**src/logic/mbch_pkg.sv**
```systemverilog
/*
 * Constants for the minimum-mode local bus control and hold block:
 * bus cycle status codes, half-state phase encoding and pin levels.
 * Assumes users reference every item as mbch_pkg::name.
 */
package mbch_pkg;

    // Three-bit cycle status, bit 2..0 = max-mode status lines 2..0
    typedef logic [2:0] mbch_status_t;

    localparam mbch_status_t ST_INT_ACK   = 3'h0;
    localparam mbch_status_t ST_RD_IO     = 3'h1;
    localparam mbch_status_t ST_WR_IO     = 3'h2;
    localparam mbch_status_t ST_HALT      = 3'h3;
    localparam mbch_status_t ST_CODE      = 3'h4;
    localparam mbch_status_t ST_RD_MEM    = 3'h5;
    localparam mbch_status_t ST_WR_MEM    = 3'h6;
    localparam mbch_status_t ST_PASSIVE   = 3'h7;

    // Field positions inside a status code
    localparam int unsigned  STB_S2       = 2;
    localparam int unsigned  STB_S1       = 1;
    localparam int unsigned  STB_S0       = 0;

    // Each processor clock state spans two system clocks
    localparam logic         PH_FIRST     = 1'b0;
    localparam logic         PH_SECOND    = 1'b1;

    // Level a floated control line is weakly held at
    localparam logic         FLOAT_LEVEL  = 1'b1;

    typedef enum logic [2:0] {
        BS_IDLE,
        BS_PRE,
        BS_T1,
        BS_T2,
        BS_T3,
        BS_TW,
        BS_T4,
        BS_HOLD
    } mbch_bus_state_e;

endpackage

```
**src/logic/mbch_bus_ctrl.sv**
```systemverilog
/*
 * Minimum-mode local bus control: transceiver direction and enable,
 * cycle status lines and the hold request / acknowledge handshake.
 * Assumes a core on i_clk_sys that offers one bus cycle at a time and
 * a pad ring that resolves each output with its enable (a released
 * line is weakly kept at logic one by the pad).
 */
`timescale 1ns/100ps

module mbch_bus_ctrl (
    // Clock and reset
    input  wire logic                  i_clk_sys,
    input  wire logic                  i_srst,
    // Bus cycle request from the core
    input  wire logic                  i_cyc_valid,
    input  wire mbch_pkg::mbch_status_t i_cyc_status,
    input  wire logic                  i_cyc_ready_pin,
    output logic                       o_cyc_ready,
    output logic                       o_cyc_done,
    // Hold handshake pins
    input  wire logic                  i_hold_request,
    output logic                       o_hold_ack,
    // Cycle status pins
    output logic                       o_io_memory_select,
    output logic                       o_io_memory_select_oe,
    output logic                       o_status_line_zero,
    output logic                       o_status_line_zero_oe,
    // Transceiver control pins
    output logic                       o_xmit_recv_dir,
    output logic                       o_xmit_recv_dir_oe,
    output logic                       o_xcvr_data_enable_n,
    output logic                       o_xcvr_data_enable_n_oe
);

    mbch_pkg::mbch_bus_state_e state_q;
    mbch_pkg::mbch_bus_state_e state_d;
    mbch_pkg::mbch_status_t    status_q;
    logic                      phase_q;
    logic                      phase_d;
    logic                      hold_meta_q;
    logic                      hold_sync_q;
    logic                      rdy_meta_q;
    logic                      rdy_sync_q;
    logic                      hold_ack_q;
    logic                      drive_q;
    logic                      iom_q;
    logic                      dir_q;
    logic                      ss0_q;
    logic                      den_n_q;
    logic                      done_q;
    logic                      state_end;
    logic                      hold_take;
    logic                      hold_free;
    logic                      cyc_take;
    logic                      at_boundary;
    logic                      is_transfer;
    logic                      is_write;
    logic                      den_on_d;

    // Both pin inputs pass two flops before any logic reads them
    always_ff @(posedge i_clk_sys) begin
        if (i_srst) begin
            hold_meta_q <= 1'b0;
            hold_sync_q <= 1'b0;
        end else begin
            hold_meta_q <= i_hold_request;
            hold_sync_q <= hold_meta_q;
        end
    end

    // A slow ready pin adds whole wait states; only the second flop is read
    always_ff @(posedge i_clk_sys) begin
        if (i_srst) begin
            rdy_meta_q <= 1'b0;
            rdy_sync_q <= 1'b0;
        end else begin
            rdy_meta_q <= i_cyc_ready_pin;
            rdy_sync_q <= rdy_meta_q;
        end
    end

    always_ff @(posedge i_clk_sys) begin
        if (i_srst) begin
            phase_q <= mbch_pkg::PH_FIRST;
        end else begin
            phase_q <= phase_d;
        end
    end

    assign phase_d     = ~phase_q;
    assign state_end   = (phase_q == mbch_pkg::PH_SECOND);
    assign at_boundary = (state_q == mbch_pkg::BS_IDLE) || (state_q == mbch_pkg::BS_T4);

    // Idle states count as T4 for the grant; the request is held high by the master
    assign hold_take   = (phase_q == mbch_pkg::PH_FIRST) && at_boundary && hold_sync_q;
    assign hold_free   = (state_q == mbch_pkg::BS_HOLD) && state_end && !hold_sync_q;

    // Acceptance only in the second half, so a grant taken mid-state always wins
    assign o_cyc_ready = at_boundary && state_end && !hold_ack_q;
    assign cyc_take    = o_cyc_ready && i_cyc_valid;

    always_comb begin
        state_d = state_q;
        if (hold_take) begin
            state_d = mbch_pkg::BS_HOLD;
        end else if (state_end) begin
            case (state_q)
                mbch_pkg::BS_IDLE: begin
                    if (i_cyc_valid) begin
                        state_d = mbch_pkg::BS_PRE;
                    end
                end
                mbch_pkg::BS_PRE: begin
                    state_d = mbch_pkg::BS_T1;
                end
                mbch_pkg::BS_T1: begin
                    state_d = mbch_pkg::BS_T2;
                end
                mbch_pkg::BS_T2: begin
                    state_d = mbch_pkg::BS_T3;
                end
                mbch_pkg::BS_T3, mbch_pkg::BS_TW: begin
                    state_d = rdy_sync_q ? mbch_pkg::BS_T4 : mbch_pkg::BS_TW;
                end
                mbch_pkg::BS_T4: begin
                    state_d = i_cyc_valid ? mbch_pkg::BS_PRE : mbch_pkg::BS_IDLE;
                end
                mbch_pkg::BS_HOLD: begin
                    if (!hold_sync_q) begin
                        state_d = mbch_pkg::BS_IDLE;
                    end
                end
                default: begin
                    state_d = mbch_pkg::BS_IDLE;
                end
            endcase
        end
    end

    always_ff @(posedge i_clk_sys) begin
        if (i_srst) begin
            state_q <= mbch_pkg::BS_IDLE;
        end else begin
            state_q <= state_d;
        end
    end

    // Cycle completes on leaving T4, whether to a new cycle, idle or a hold
    always_ff @(posedge i_clk_sys) begin
        if (i_srst) begin
            done_q <= 1'b0;
        end else begin
            done_q <= (state_q == mbch_pkg::BS_T4) && (state_d != mbch_pkg::BS_T4);
        end
    end

    always_ff @(posedge i_clk_sys) begin
        if (i_srst) begin
            status_q <= mbch_pkg::ST_PASSIVE;
        end else if (cyc_take) begin
            status_q <= i_cyc_status;
        end
    end

    // Hold acknowledge and the release of every control line share one edge
    always_ff @(posedge i_clk_sys) begin
        if (i_srst) begin
            hold_ack_q <= 1'b0;
        end else if (hold_take) begin
            hold_ack_q <= 1'b1;
        end else if (hold_free) begin
            hold_ack_q <= 1'b0;
        end
    end

    // Lines stay released after reset and after a hold until a cycle is taken
    always_ff @(posedge i_clk_sys) begin
        if (i_srst) begin
            drive_q <= 1'b0;
        end else if (hold_take) begin
            drive_q <= 1'b0;
        end else if (cyc_take) begin
            drive_q <= 1'b1;
        end
    end

    // Status lines load in the state before T1 and hold until the next cycle is taken or a hold is granted
    always_ff @(posedge i_clk_sys) begin
        if (i_srst) begin
            iom_q <= mbch_pkg::FLOAT_LEVEL;
        end else if (hold_take) begin
            iom_q <= mbch_pkg::FLOAT_LEVEL;
        end else if (cyc_take) begin
            iom_q <= ~i_cyc_status[mbch_pkg::STB_S2];
        end
    end

    // Direction shares every load and release point with io/memory
    always_ff @(posedge i_clk_sys) begin
        if (i_srst) begin
            dir_q <= mbch_pkg::FLOAT_LEVEL;
        end else if (hold_take) begin
            dir_q <= mbch_pkg::FLOAT_LEVEL;
        end else if (cyc_take) begin
            dir_q <= i_cyc_status[mbch_pkg::STB_S1];
        end
    end

    // Status zero passes the code bit through uninverted
    always_ff @(posedge i_clk_sys) begin
        if (i_srst) begin
            ss0_q <= mbch_pkg::FLOAT_LEVEL;
        end else if (hold_take) begin
            ss0_q <= mbch_pkg::FLOAT_LEVEL;
        end else if (cyc_take) begin
            ss0_q <= i_cyc_status[mbch_pkg::STB_S0];
        end
    end

    // Halt and passive codes run the state sequence with no data transfer
    always_comb begin
        is_transfer = 1'b0;
        is_write    = 1'b0;
        case (status_q)
            // Code fetches are memory reads as far as the transceiver is concerned
            mbch_pkg::ST_INT_ACK, mbch_pkg::ST_RD_IO, mbch_pkg::ST_CODE, mbch_pkg::ST_RD_MEM: begin
                is_transfer = 1'b1;
                is_write    = 1'b0;
            end
            mbch_pkg::ST_WR_IO, mbch_pkg::ST_WR_MEM: begin
                is_transfer = 1'b1;
                is_write    = 1'b1;
            end
            mbch_pkg::ST_HALT, mbch_pkg::ST_PASSIVE: begin
                is_transfer = 1'b0;
                is_write    = 1'b0;
            end
            default: begin
                is_transfer = 1'b0;
                is_write    = 1'b0;
            end
        endcase
    end

    // Decoded from the next state so the enable flop switches on the half-state edge
    always_comb begin
        den_on_d = 1'b0;
        case (state_d)
            mbch_pkg::BS_T2: begin
                den_on_d = is_write || (phase_d == mbch_pkg::PH_SECOND);
            end
            mbch_pkg::BS_T3, mbch_pkg::BS_TW: begin
                den_on_d = 1'b1;
            end
            mbch_pkg::BS_T4: begin
                den_on_d = (phase_d == mbch_pkg::PH_FIRST);
            end
            default: begin
                den_on_d = 1'b0;
            end
        endcase
    end

    always_ff @(posedge i_clk_sys) begin
        if (i_srst) begin
            den_n_q <= mbch_pkg::FLOAT_LEVEL;
        end else begin
            den_n_q <= ~(den_on_d && is_transfer);
        end
    end

    assign o_cyc_done              = done_q;
    assign o_hold_ack              = hold_ack_q;
    assign o_io_memory_select      = iom_q;
    assign o_io_memory_select_oe   = drive_q;
    assign o_xmit_recv_dir         = dir_q;
    assign o_xmit_recv_dir_oe      = drive_q;
    assign o_status_line_zero      = ss0_q;
    assign o_status_line_zero_oe   = drive_q;
    assign o_xcvr_data_enable_n    = den_n_q;
    assign o_xcvr_data_enable_n_oe = drive_q;

endmodule

```
**config.mk**
```make
export PLATFORM = sky130hd
export DESIGN_NAME = mbch_bus_ctrl
export DESIGN_NICKNAME = d
export VERILOG_FILES = /design/src/logic/mbch_pkg.sv /design/src/logic/mbch_bus_ctrl.sv
export SDC_FILE = /design/constraint.sdc
export NUM_CORES = 1
export LEC_CHECK = 0
export ABC_AREA = 1
export BUFFER_PORTS_ARGS = -buffer_cell sky130_fd_sc_hd__buf_2
export CORE_UTILIZATION = 51
export DETAILED_ROUTE_END_ITERATION = 7
export PLACE_DENSITY = 0.75
export REMOVE_ABC_BUFFERS = 1
export SLEW_MARGIN = 20
export SYNTH_ARGS = -nofsm -noshare
export SYNTH_HDL_FRONTEND = slang
export SYNTH_SLANG_ARGS = --single-unit
```
**constraint.sdc**
```tcl
create_clock -name i_clk_sys -period 1.5 [get_ports i_clk_sys]
set_input_delay 0.075 -clock i_clk_sys [delete_from_list [all_inputs] [get_ports i_clk_sys]]
set_output_delay 0.075 -clock i_clk_sys [all_outputs]
set_load 0.1 [all_outputs]
```
* Yosys cells after proc, flatten, opt, wreduce, memory -nomap -nowiden *
Memory sizes are Yosys's and may differ from the RTL's. A register that Yosys moved wholly into a read port is not among the register bits.
Index checks and enable logic that the tools add are counted.

word-level totals
  bits in read-only memories = 16
  register bits = 18
  memories = 1
  input bits = 8

operators by class
  reductions and logical operators = 18
  mux-type cells = 12
  equality and inequality tests = 12
  bitwise gates (word level) = 3

memory list
  memory            depth  bits a word  read ports  clocked after memory_dff  wr ports  RTL line              text
  (name not given)  8      2            1           1                         0         mbch_bus_ctrl.sv:224  case (status_q)

operator list
  cell                count
  $eq 3x3->1 const B  7
  $pmux 3 s7          1
  $mux 3              6
  $eq 3x2->1 const B  3
  $logic_and 1x1->1   9
  $reduce_or 2->1     3
  $eq 3x1->1 const B  1
  $logic_not 3->1     1
  $mux 1              3
  $ne 3x3->1 const B  1
  $not 1->1           3
  $pmux 1 s3          1
  $logic_not 1->1     2
  $logic_or 1x1->1    2
  $mux 2              1
  $reduce_bool 2->1   1

* Depth between registers and ports, before layout *
Gate-level depths: netlist of run 1.

  depth after elaboration = 10
  gate-level depth with buffers = 11
  mapped depth without buffers = 10

* Worst setup path after synthesis of run 1 *
Ideal clock, no wire load.

  kind = flip-flop to output port
  start = reg hold_ack_q (netlist: o_hold_ack)
  end = out o_cyc_ready
  cell stages (with the launch flop) = 2
  path buffers = 0
  slack = -0.676 ns
  data arrival time = 2.101 ns
  required time = 1.425 ns
  cells stage by stage = dfxtp_1 > nor2_1

between the ends
  cells in the longest elaborated chain, start to end = 2

RTL lines
  what                    RTL line              text
  from (decl)             mbch_bus_ctrl.sv:44   logic hold_ack_q;
  from (signal assigned)  mbch_bus_ctrl.sv:168  hold_ack_q <= 1'b0;
  from (signal assigned)  mbch_bus_ctrl.sv:170  hold_ack_q <= 1'b1;
  from (signal assigned)  mbch_bus_ctrl.sv:172  hold_ack_q <= 1'b0;
  $logic_not 1->1         mbch_bus_ctrl.sv:99   assign o_cyc_ready = at_boundary && state_end && !hold_ack_q;
  $logic_and 1x1->1       mbch_bus_ctrl.sv:99
  to (decl)               mbch_bus_ctrl.sv:18   output logic o_cyc_ready,

Every way passes these cells.

* Worst setup path in the final report of run 1 *
  start = reg state_q[2]
  end = out o_cyc_ready

between the ends
  cells in the longest elaborated chain, start to end = 4
  elaborated cells between the ends (all ways) = 5
  those cells by class = 1 x eq/ne; 4 x reduce/logical

RTL lines
  what                                           RTL line              text
  from (decl)                                    mbch_bus_ctrl.sv:35   mbch_pkg::mbch_bus_state_e state_q;
  from (signal assigned)                         mbch_bus_ctrl.sv:142  state_q <= mbch_pkg::BS_IDLE;
  from (signal assigned)                         mbch_bus_ctrl.sv:144  state_q <= state_d;
  $eq 3x3->1 or $logic_not 3->1 (tied branches)  mbch_bus_ctrl.sv:92   assign at_boundary = (state_q == mbch_pkg::BS_IDLE) || (state_q == mbch_pkg::BS_T4);
  $logic_or 1x1->1 *                             mbch_bus_ctrl.sv:92
  $logic_and 1x1->1 * (2 in series)              mbch_bus_ctrl.sv:99

Every way passes the cells marked *; elsewhere a longest branch is shown, timed or not.

==> results.sh, run 1 <==
export IMPL_period_minus_slack_ns=1.486
export IMPL_hold_viol=0
export IMPL_cp_start_kind="flop"
export IMPL_netlist_area_um2=893.4
export IMPL_final_area_mm2=0.001086
export IMPL_synth_top_family_by_area="simple AND/OR/NAND/NOR gates"
export IMPL_cpMaxStageDelayCell="dfxtp_2"
export IMPL_root_buffer="clkbuf_4"
export IMPL_critical_path_class="reg -> out"
export IMPL_num_rows=14
export IMPL_yosys_area_share_simple=0.3557
export IMPL_dieHeight_um=43.86
export IMPL_io_pins=19
export IMPL_grtUsageMet3=0.03750
export IMPL_post_dp_cell_area_um2=996.0
export IMPL_vias=767
export IMPL_fp_dieArea_mm2=0.001923
export IMPL_synth_compound_area_frac=0.08123
export IMPL_power_density_mw_per_mm2=1163
export IMPL_clock_skew_ns=0.007326
export IMPL_cts_sinks=19
export IMPL_timing_critical_path_buf_inv=2
export IMPL_fin_crit_sh=0.9907
export IMPL_use_met1=0.2429
export IMPL_ys_seq_area_frac=0.4258
export IMPL_dr_pass1_iters=6
export IMPL_grt_overflow_total=0
export IMPL_fin_tns_setup_ns=0
export IMPL_dr_first_iter_drc_count=13
export IMPL_ir_drop_mv=0.7705
export IMPL_avgSynthCellArea_um2=7.636
export IMPL_antenna_cells=0
export IMPL_rsz0062_at_grt="yes"
export IMPL_clockBufferDepth=2
export IMPL_grt_first_pass_wirelength_um=2739
export IMPL_cap_violations=0
export IMPL_fin_ws_ns=0.01395
export IMPL_grt_max_degree=12
export IMPL_failed_checks="design-rule violations"
export IMPL_antenna_found_initial=0
export IMPL_insertion_delay_ns=0.30
export IMPL_cp_max_fo=3
export IMPL_clkTransAtPathRegs_ns=0.11
export IMPL_cts_tree="yes"
export IMPL_critical_path_required_ns=1.42
export IMPL_worst_ep_arrival_time_ns=1.41
export IMPL_synth_fa_ha_area_frac=0
export IMPL_fin_util=0.6889
export IMPL_max_freq_mhz=672.9
export IMPL_cts_buffers=3
export IMPL_coreArea_mm2=0.001577
export IMPL_crit_path_frequent_cell="nand2_4"
export IMPL_grt_pass1_vias=673
export IMPL_yosysTopAreaCellShare=0.4258
export IMPL_slew_viol_final=0
export IMPL_io_buffers=18
export IMPL_synth_seq_cells=19
export IMPL_crit_family="simple AND/OR/NAND/NOR gates"
export IMPL_drc=1
export IMPL_synth_area_leaders="dfxtp_1, nand2_1, nor2_1"
export IMPL_routed_wl_um=1702
export IMPL_yosysUniqueCellTypes=27
export IMPL_nNetsFinal=149
export IMPL_outcome="finished, violations left"
export IMPL_ys_warnings_count=0
export IMPL_dp_slack_ns=0.1156
export IMPL_ant_nets=0
export IMPL_final_layout_size_suffix_gt1_frac=0.3286
export IMPL_grt_busiest_layer="met2"
export IMPL_dieWidth_um=43.86
export IMPL_worst_pin_slew_ns=0.4835
export IMPL_cp_cell_sequence="buf_6, nor2_8, nand2_2, nand2_4, nand2_4, nor2_4, buf_12"
export IMPL_syn_to_final_growth_pct=21.57
export IMPL_critPathMaxStageDelay_ns=0.34
export IMPL_synth_top_cell_by_area="dfxtp_1"
export IMPL_met2_usage=0.3134
export IMPL_synth_mux_area_fraction=0
export IMPL_place_hpwl_um=1204
export IMPL_max_slew_margin=0.6799
export IMPL_htreeDepth=1
export IMPL_syn_inst=117
export IMPL_leakagePower_nw=0.5507
export IMPL_hold_class="in -> reg"
export IMPL_wl_per_cell_um=10.91
export IMPL_grt_usage=0.1954
export IMPL_finalSetupViolCount=0
export IMPL_gp_congestion=0.8184
export IMPL_crit_path_end_kind="primary output"
export IMPL_vias_per_cell=4.917
export IMPL_start_util=0.5667
export IMPL_synth_xor_area_share=0
-- placed cells by master (no fill, tap or decap), drive strengths merged --
| cell | instances |
|---|---|
| o21ai | 1 |
| nand3 | 11 |
| o21bai | 1 |
| dlygate4sd3 | 3 |
| a21boi | 1 |
| clkbuf | 4 |
| o211ai | 1 |
| a311oi | 1 |
| inv | 20 |
| dfxtp | 19 |
| nand4 | 1 |
| a21oi | 5 |
| nand3b | 1 |
| nand2 | 26 |
| buf | 22 |
| nor2 | 22 |
| o21a | 1 |
-- synthesized netlist by cell type --
library cell and count:
clkbuf_1 1, nand4_1 1, nor2_4 1, inv_1 18, inv_2 1, nand3_2 2, a21oi_1 4, o21ai_0 1
nand2_4 2, nor2_1 19, dfxtp_1 19, nor2_8 1, a311oi_1 1, o21bai_1 1, nand3_1 8, a21oi_2 1
nand2_2 2, buf_4 4, o21a_1 1, nand2_1 22, nand3b_1 1, a21boi_1 1, nor2_2 1, o211ai_1 1
nand3_4 1, buf_6 1, inv_4 1
-- power by group --
| part | leakage, nW | switching, mW | internal (mW) | total, mW |
|---|---|---|---|---|
| Clock | 0.0150 | 0.155 | 0.104 | 0.258 |
| Combinational | 0.378 | 0.307 | 0.124 | 0.431 |
| Sequential | 0.157 | 0.0293 | 0.544 | 0.573 |
| Total | 0.551 | 0.491 | 0.772 | 1.26 |
-- sequential cells by signal, summed over array words and instances, names as in the netlist --
register and cells:
state_q 3, status_q 2, hold_meta_q 1, hold_sync_q 1, is_transfer 1, is_write 1
o_cyc_done 1, o_hold_ack 1, o_io_memory_select 1, o_io_memory_select_oe 1, o_status_line_zero 1, o_xcvr_data_enable_n 1
o_xmit_recv_dir 1, phase_q 1, rdy_meta_q 1, rdy_sync_q 1
-- per-layer routing --
| layer | routed length, um | vias to the layer above |
|---|---|---|
| li1 | - | 403 |
| met1 | 761 | 326 |
| met2 | 794 | 31 |
| met3 | 101 | 7 |
| met4 | 45 | 0 |
| met5 | 0 | - |
-- worst register-to-register path, stage by stage, from the launching register on --
cell and delay, ns:
dfxtp_2 0.34, buf_6 0.12, nor2_8 0.10, nand2_2 0.07
nand2_4 0.12, nand3_4 0.09, nor2_4 0.14, inv_4 0.07
nor2_2 0.11, a21oi_2 0.06, nand2_2 0.06, nand2_1 0.04
-- final timing paths --
path | start | end | slack, ns | cells past startpoint
worst max register to register | state_q[2]$_SDFF_PP0_ | is_transfer$_SDFF_PN1_ | 0.08 | 11
worst min register to register | rdy_meta_q$_SDFF_PP0_ | rdy_sync_q$_SDFF_PP0_ | 0.41 | 2
worst max-delay path | state_q[2]$_SDFF_PP0_ | o_cyc_ready | 0.01 | 7
worst min-delay path | i_cyc_status[0] | o_status_line_zero$_SDFFE_PP1P_ | 0.04 | 3
-- repair_timing --
| item | 4_1_cts | 5_1_grt |
|---|---|---|
| endpoints found under the setup margin | 1 | 6 |
| hold endpoints to repair | 3 | 0 |
| hold buffers | 3 | 0 |
| pin swaps | 0 | 4 |
| gates resized for setup | 1 | 10 |
| buffers inserted | 0 | 1 |
-- cell type report --
cell class,count,area (um^2)
fill,136,490.5
multi-input combinational,72,407.9
sequential,19,385.4
timing repair buffer,25,168.9
inverter,20,77.57
clock buffer,4,26.28
tap,16,20.02
-- cells by family after synthesis --
group           count (synthesis)
simple gates                   61
flops                          19
compound gates                 11
buf+inv                        26
-- per-stage QoR --
step	std cells	hold WS [ns]	power (mW)
finish	156	0.03504	1.263
floorplan	111	0.1417	0.8947
global route	156	0.05389	1.330
detailed placement	148	0.2796	0.9797
global placement	148	0.2782	0.9727
CTS	155	0.03832	1.240
Power figures use the tool's default switching activity.
==> run 2, diff against run 1 <==
Settings changed: CORE_UTILIZATION 51 to 30, PLACE_DENSITY 0.75 to not set.
==> results.sh, run 2 (synthesis gave the netlist of run 1 again) <==
export IMPL_outcome="complete, no violations"
export IMPL_clkTransAtPathRegs_ns=0.11
export IMPL_hold_ws_ns=0.03259
export IMPL_grt_pass1_vias=680
export IMPL_crit_family="simple AND/OR/NAND/NOR gates"
export IMPL_htreeDepth=1
export IMPL_worst_ep_arrival_time_ns=1.33
export IMPL_crit_path_end_kind="primary output"
export IMPL_setup_worst_path_end="o_cyc_ready"
export IMPL_final_common_cell="nand2_1"
export IMPL_power_density_mw_per_mm2=1135
export IMPL_fillers=281
export IMPL_final_cell_mix="nand2_1, buf_2, inv_1, nor2_1, dfxtp_1"
export IMPL_cp_max_fo=3
export IMPL_cp_start_kind="flop"
export IMPL_ir_drop_mv=0.7896
export IMPL_num_rows=19
export IMPL_clockBufferDepth=2
export IMPL_critical_path_class="reg -> out"
export IMPL_regArea_um2=392.9
export IMPL_max_freq_mhz=713.6
export IMPL_p_int_uw=771.5
export IMPL_largest_reg_flops=3
export IMPL_grt_first_pass_wirelength_um=2925
export IMPL_place_hpwl_um=1314
export IMPL_regMostFlops="state_q"
export IMPL_coreArea_mm2=0.002781
export IMPL_drc=0
export IMPL_timing_critical_path_buf_inv=1
export IMPL_multi_input_area_um2=406.6
export IMPL_clock_skew_ns=0.002040
export IMPL_syn_to_final_growth_pct=24.51
export IMPL_reg_top3="state_q (3), status_q (2)"
export IMPL_cp_cell_sequence="nor2_8, nand2_2, nand2_4, nand2_1, nor2_2, buf_12"
export IMPL_nNetsFinal=149
export IMPL_io_buffers=18
export IMPL_wl_per_cell_um=10.17
export IMPL_max_slew_margin=0.6769
export IMPL_dieHeight_um=56.57
export IMPL_rrSetupSlack_ns=0.1
export IMPL_combPwrFrac=0.341
export IMPL_fin_crit_sh=0.9342
export IMPL_gp_congestion=0.8078
export IMPL_r2r_start="state_q[2]$_SDFF_PP0_"
export IMPL_grt_usage=0.1211
export IMPL_slew_viol_final=0
export IMPL_cpMaxStageDelayCell="dfxtp_4"
export IMPL_finalSetupViolCount=0
export IMPL_insertion_delay_ns=0.30
export IMPL_worst_pin_slew_ns=0.4880
export IMPL_hold_class="in -> reg"
export IMPL_pwr_share_seq=0.456
export IMPL_post_dp_cell_area_mm2=0.001015
export IMPL_cts_sinks=19
export IMPL_switchingPower_uw=491.3
export IMPL_final_layout_size_suffix_gt1_frac=0.3643
export IMPL_routed_wl_um=1739
export IMPL_fp_dieArea_mm2=0.003200
export IMPL_dr_pass1_iters=4
export IMPL_dr_first_iter_drc_count=3
export IMPL_period_minus_slack_ns=1.401
export IMPL_ant_nets=0
export IMPL_cts_buffers=3
export IMPL_grt_overflow_total=0
export IMPL_crit_start="state_q[2]$_SDFF_PP0_"
export IMPL_start_util=0.3212
export IMPL_sw_frac_of_total=0.3890
export IMPL_pwr_share_clk=0.204
export IMPL_vias=733
export IMPL_cts_tree="yes"
export IMPL_critical_path_required_ns=1.42
export IMPL_final_area_mm2=0.001112
export IMPL_root_buffer="clkbuf_4"
export IMPL_timing_rr_end="o_xcvr_data_enable_n$_SDFF_PP1_"
export IMPL_critPathMaxStageDelay_ns=0.39
export IMPL_cap_violations=0
export IMPL_io_pins=19
export IMPL_vias_per_cell=4.287
export IMPL_hold_viol=0
export IMPL_antenna_cells=0
export IMPL_cp_depth=6
export IMPL_rr_worst_depth=8
export IMPL_antenna_found_initial=0
export IMPL_grt_max_degree=12
export IMPL_dieWidth_um=56.57
export IMPL_leakagePower_nw=0.5521
## run 2: worst min path at each step
stage                    start                               to  depth (start not counted)
6_report       i_cyc_status[0]  o_status_line_zero$_SDFFE_PP1P_                          3
5_1_grt        i_cyc_status[0]  o_status_line_zero$_SDFFE_PP1P_                          3
4_1_cts        i_cyc_status[0]  o_status_line_zero$_SDFFE_PP1P_                          3
3_5_place_dp   i_cyc_ready_pin            rdy_meta_q$_SDFF_PP0_                          3
2_1_floorplan           i_srst               phase_q$_SDFF_PP0_                          1
3_3_place_gp    i_hold_request           hold_meta_q$_SDFF_PP0_                          3
## run 2: per-layer routing
metal	vias to the layer above	track usage	part of all wire	wire [um]
li1	401	-	-	-
met1	318	0.1384	0.46	808
met2	14	0.2034	0.48	840
met3	0	0.04839	0.052	90
met4	0	0.04181	0	0
met5	-	0	0	0
## run 2: final cells by class
type / instances / area share
repair buffers: 25 / 0.1519
inverters: 20 / 0.06974
clock inverters: 1 / 0.004499
well taps: 31 / 0.03487
clock buffers: 3 / 0.02025
flip-flops and latches: 19 / 0.3532
multi-input cells: 72 / 0.3656
## run 2: what timing repair did
action	4_1_cts	5_1_grt
resized for setup	4	12
pin swaps	3	5
hold endpoints to repair	3	0
setup buffers	3	0
endpoints found under the setup margin	1	10
hold buffers	3	0
## run 2: worst min-delay path, stage by stage
cell     delay (ns)
buf_2          0.07
nand2_1        0.08
nand3_1        0.08
## run 2: power groups by stage
stage / registers (mW) / clock network, mW / logic, mW
2_1_floorplan: 0.711 / 0 / 0.184
3_3_place_gp: 0.581 / 0 / 0.396
3_5_place_dp: 0.582 / 0 / 0.401
4_1_cts: 0.575 / 0.273 / 0.425
5_1_grt: 0.579 / 0.293 / 0.464
6_report: 0.576 / 0.257 / 0.430
## run 2: through the flow
stage	TNS, ns	utilization	std cells	worst slack [ns]	power [mW]
2_1_floorplan	-8.359	-	111	-1.766	0.8947
6_report	0	0.3999	171	0.09870	1.263
3_3_place_gp	0	0.3648	163	0.1403	0.9762
5_1_grt	-0.006734	0.3999	171	-0.006734	1.335
4_1_cts	0	0.3936	172	0.009799	1.273
3_5_place_dp	0	0.3648	163	0.08506	0.9833
==> run 3, diff against run 2 <==
Settings changed: BUFFER_PORTS_ARGS -buffer_cell sky130_fd_sc_hd__buf_2 to not set, CORE_UTILIZATION 30 to 40, DONT_BUFFER_PORTS set to 1, HOLD_SLACK_MARGIN set to 0.12.
==> results.sh, run 3 (synthesis gave the netlist of run 1 again) <==
export IMPL_outcome="complete, no violations"
export IMPL_grt_first_pass_wirelength_um=2573
export IMPL_cp_max_fo=5
export IMPL_switchingPower_uw=471.7
export IMPL_final_area_mm2=0.001091
export IMPL_hold_viol=0
export IMPL_cts_sinks=19
export IMPL_cts_buffers=3
export IMPL_dr_pass1_iters=4
export IMPL_power_density_mw_per_mm2=1134
export IMPL_vias_per_cell=4.553
export IMPL_pwr_share_clk=0.204
export IMPL_critical_path_required_ns=1.42
export IMPL_ir_drop_mv=0.7374
export IMPL_max_slew_margin=0.7251
export IMPL_dieHeight_um=49.26
export IMPL_clkTransAtPathRegs_ns=0.10
export IMPL_final_common_cell="nand2_1"
export IMPL_p_int_uw=766.0
export IMPL_grt_busiest_layer="met2"
export IMPL_largest_reg_flops=3
export IMPL_antenna_found_initial=0
export IMPL_leakagePower_nw=0.5229
export IMPL_num_rows=16
export IMPL_grt_pass1_vias=618
export IMPL_vias=724
export IMPL_rsz0062_at_grt="yes"
export IMPL_sw_frac_of_total=0.3811
export IMPL_fp_dieArea_mm2=0.002427
export IMPL_htreeDepth=1
export IMPL_clockBufferDepth=2
export IMPL_slew_viol_final=0
export IMPL_grtUsageMet3=0.04361
export IMPL_period_minus_slack_ns=1.421
export IMPL_critPathMaxStageDelay_ns=0.37
export IMPL_cp_cell_sequence="nor2_8, nand2_2, nand2_4, nand2_1, nor2_2, buf_12"
export IMPL_cts_tree="yes"
export IMPL_fin_crit_sh=0.9476
export IMPL_root_buffer="clkbuf_4"
export IMPL_io_buffers=0
export IMPL_gp_congestion=0.8377
export IMPL_syn_to_final_growth_pct=22.13
export IMPL_antenna_cells=0
export IMPL_final_layout_size_suffix_gt1_frac=0.2424
export IMPL_reg_top3="state_q (3), status_q (2)"
export IMPL_dieWidth_um=49.26
export IMPL_grt_usage=0.1399
export IMPL_cpMaxStageDelayCell="dfxtp_2"
export IMPL_io_pins=19
export IMPL_post_dp_cell_area_um2=988.4
export IMPL_nNetsFinal=141
export IMPL_regMostFlops="state_q"
export IMPL_drc=0
export IMPL_met2_usage=0.2374
export IMPL_combPwrFrac=0.332
export IMPL_cap_violations=0
export IMPL_use_met1=0.1657
export IMPL_critical_path_class="reg -> out"
export IMPL_finalSetupViolCount=0
export IMPL_place_hpwl_um=1151
export IMPL_coreArea_mm2=0.002022
export IMPL_rrSetupSlack_ns=0.15
export IMPL_worst_ep_arrival_time_ns=1.35
export IMPL_pwr_share_seq=0.463
export IMPL_hold_class="reg -> reg"
export IMPL_grt_overflow_total=0
export IMPL_routed_wl_um=1570
export IMPL_insertion_delay_ns=0.29
export IMPL_worst_pin_slew_ns=0.4110
export IMPL_dr_first_iter_drc_count=17
export IMPL_crit_path_end_kind="primary output"
export IMPL_final_cell_mix="nand2_1, nor2_1, inv_1"
export IMPL_cp_start_kind="flop"
export IMPL_grt_max_degree=12
export IMPL_start_util=0.4418
export IMPL_fin_tns_setup_ns=0
export IMPL_clock_skew_ns=0.004341
export IMPL_max_freq_mhz=703.6
export IMPL_ant_nets=0
export IMPL_wl_per_cell_um=9.874
run 3: power by group through the flow:
stage | Combinational (mW) | Sequential [mW] | Clock, mW
5_1_grt | 0.440 | 0.579 | 0.291
3_5_place_dp | 0.390 | 0.584 | 0
3_3_place_gp | 0.388 | 0.584 | 0
6_report | 0.411 | 0.574 | 0.253
4_1_cts | 0.410 | 0.573 | 0.265
2_1_floorplan | 0.184 | 0.711 | 0
run 3: cell type report:
type                    count  area, um^2
multi-input cells          72       396.6
clock buffers               4       26.28
well taps                  27       33.78
fillers                   215       930.9
repair buffers             17       170.2
inverters                  20       77.57
flip-flops and latches     19       386.6
run 3: through the flow:
step,util,power [mW],setup slack (ns),hold slack [ns],instances
2_1_floorplan,-,0.8947,-1.766,0.1417,111
3_3_place_gp,0.4889,0.9715,0.04799,0.1447,148
3_5_place_dp,0.4889,0.9743,-0.005622,0.1457,148
4_1_cts,0.5371,1.249,0.01466,0.4110,159
5_1_grt,0.5396,1.310,-0.01932,0.4047,159
6_report,0.5396,1.238,0.07864,0.4076,159
run 3: final timing paths:
kind | from | endpoint | cells after the start
hold / removal | rdy_meta_q$_SDFF_PP0_ | rdy_sync_q$_SDFF_PP0_ | 2
setup reg to reg | state_q[2]$_SDFF_PP0_ | o_xcvr_data_enable_n$_SDFF_PP1_ | 10
hold reg to reg | rdy_meta_q$_SDFF_PP0_ | rdy_sync_q$_SDFF_PP0_ | 2
setup / recovery | state_q[0]$_SDFF_PP0_ | o_cyc_ready | 6
run 3: repair_timing:
item                       CTS  global route
hold buffers                 7             0
buffers inserted             0             0
setup endpoints to repair    1             3
hold endpoints to repair    19             0
resized for setup            1             3
run 3: worst max-delay path, delay by kind of cell, from the launching register on:
family                 cells  cell delay [ns]
AND/OR/NAND/NOR            5             0.50
buffers and inverters      1             0.19
flip-flops                 1             0.37
run 3: layer usage:
layer / wire length (um) / up-vias / part of all wire
li1: - / 389 / -
met1: 748 / 319 / 0.48
met2: 733 / 14 / 0.47
met3: 69 / 2 / 0.044
met4: 19 / 0 / 0.012
met5: 0 / - / 0
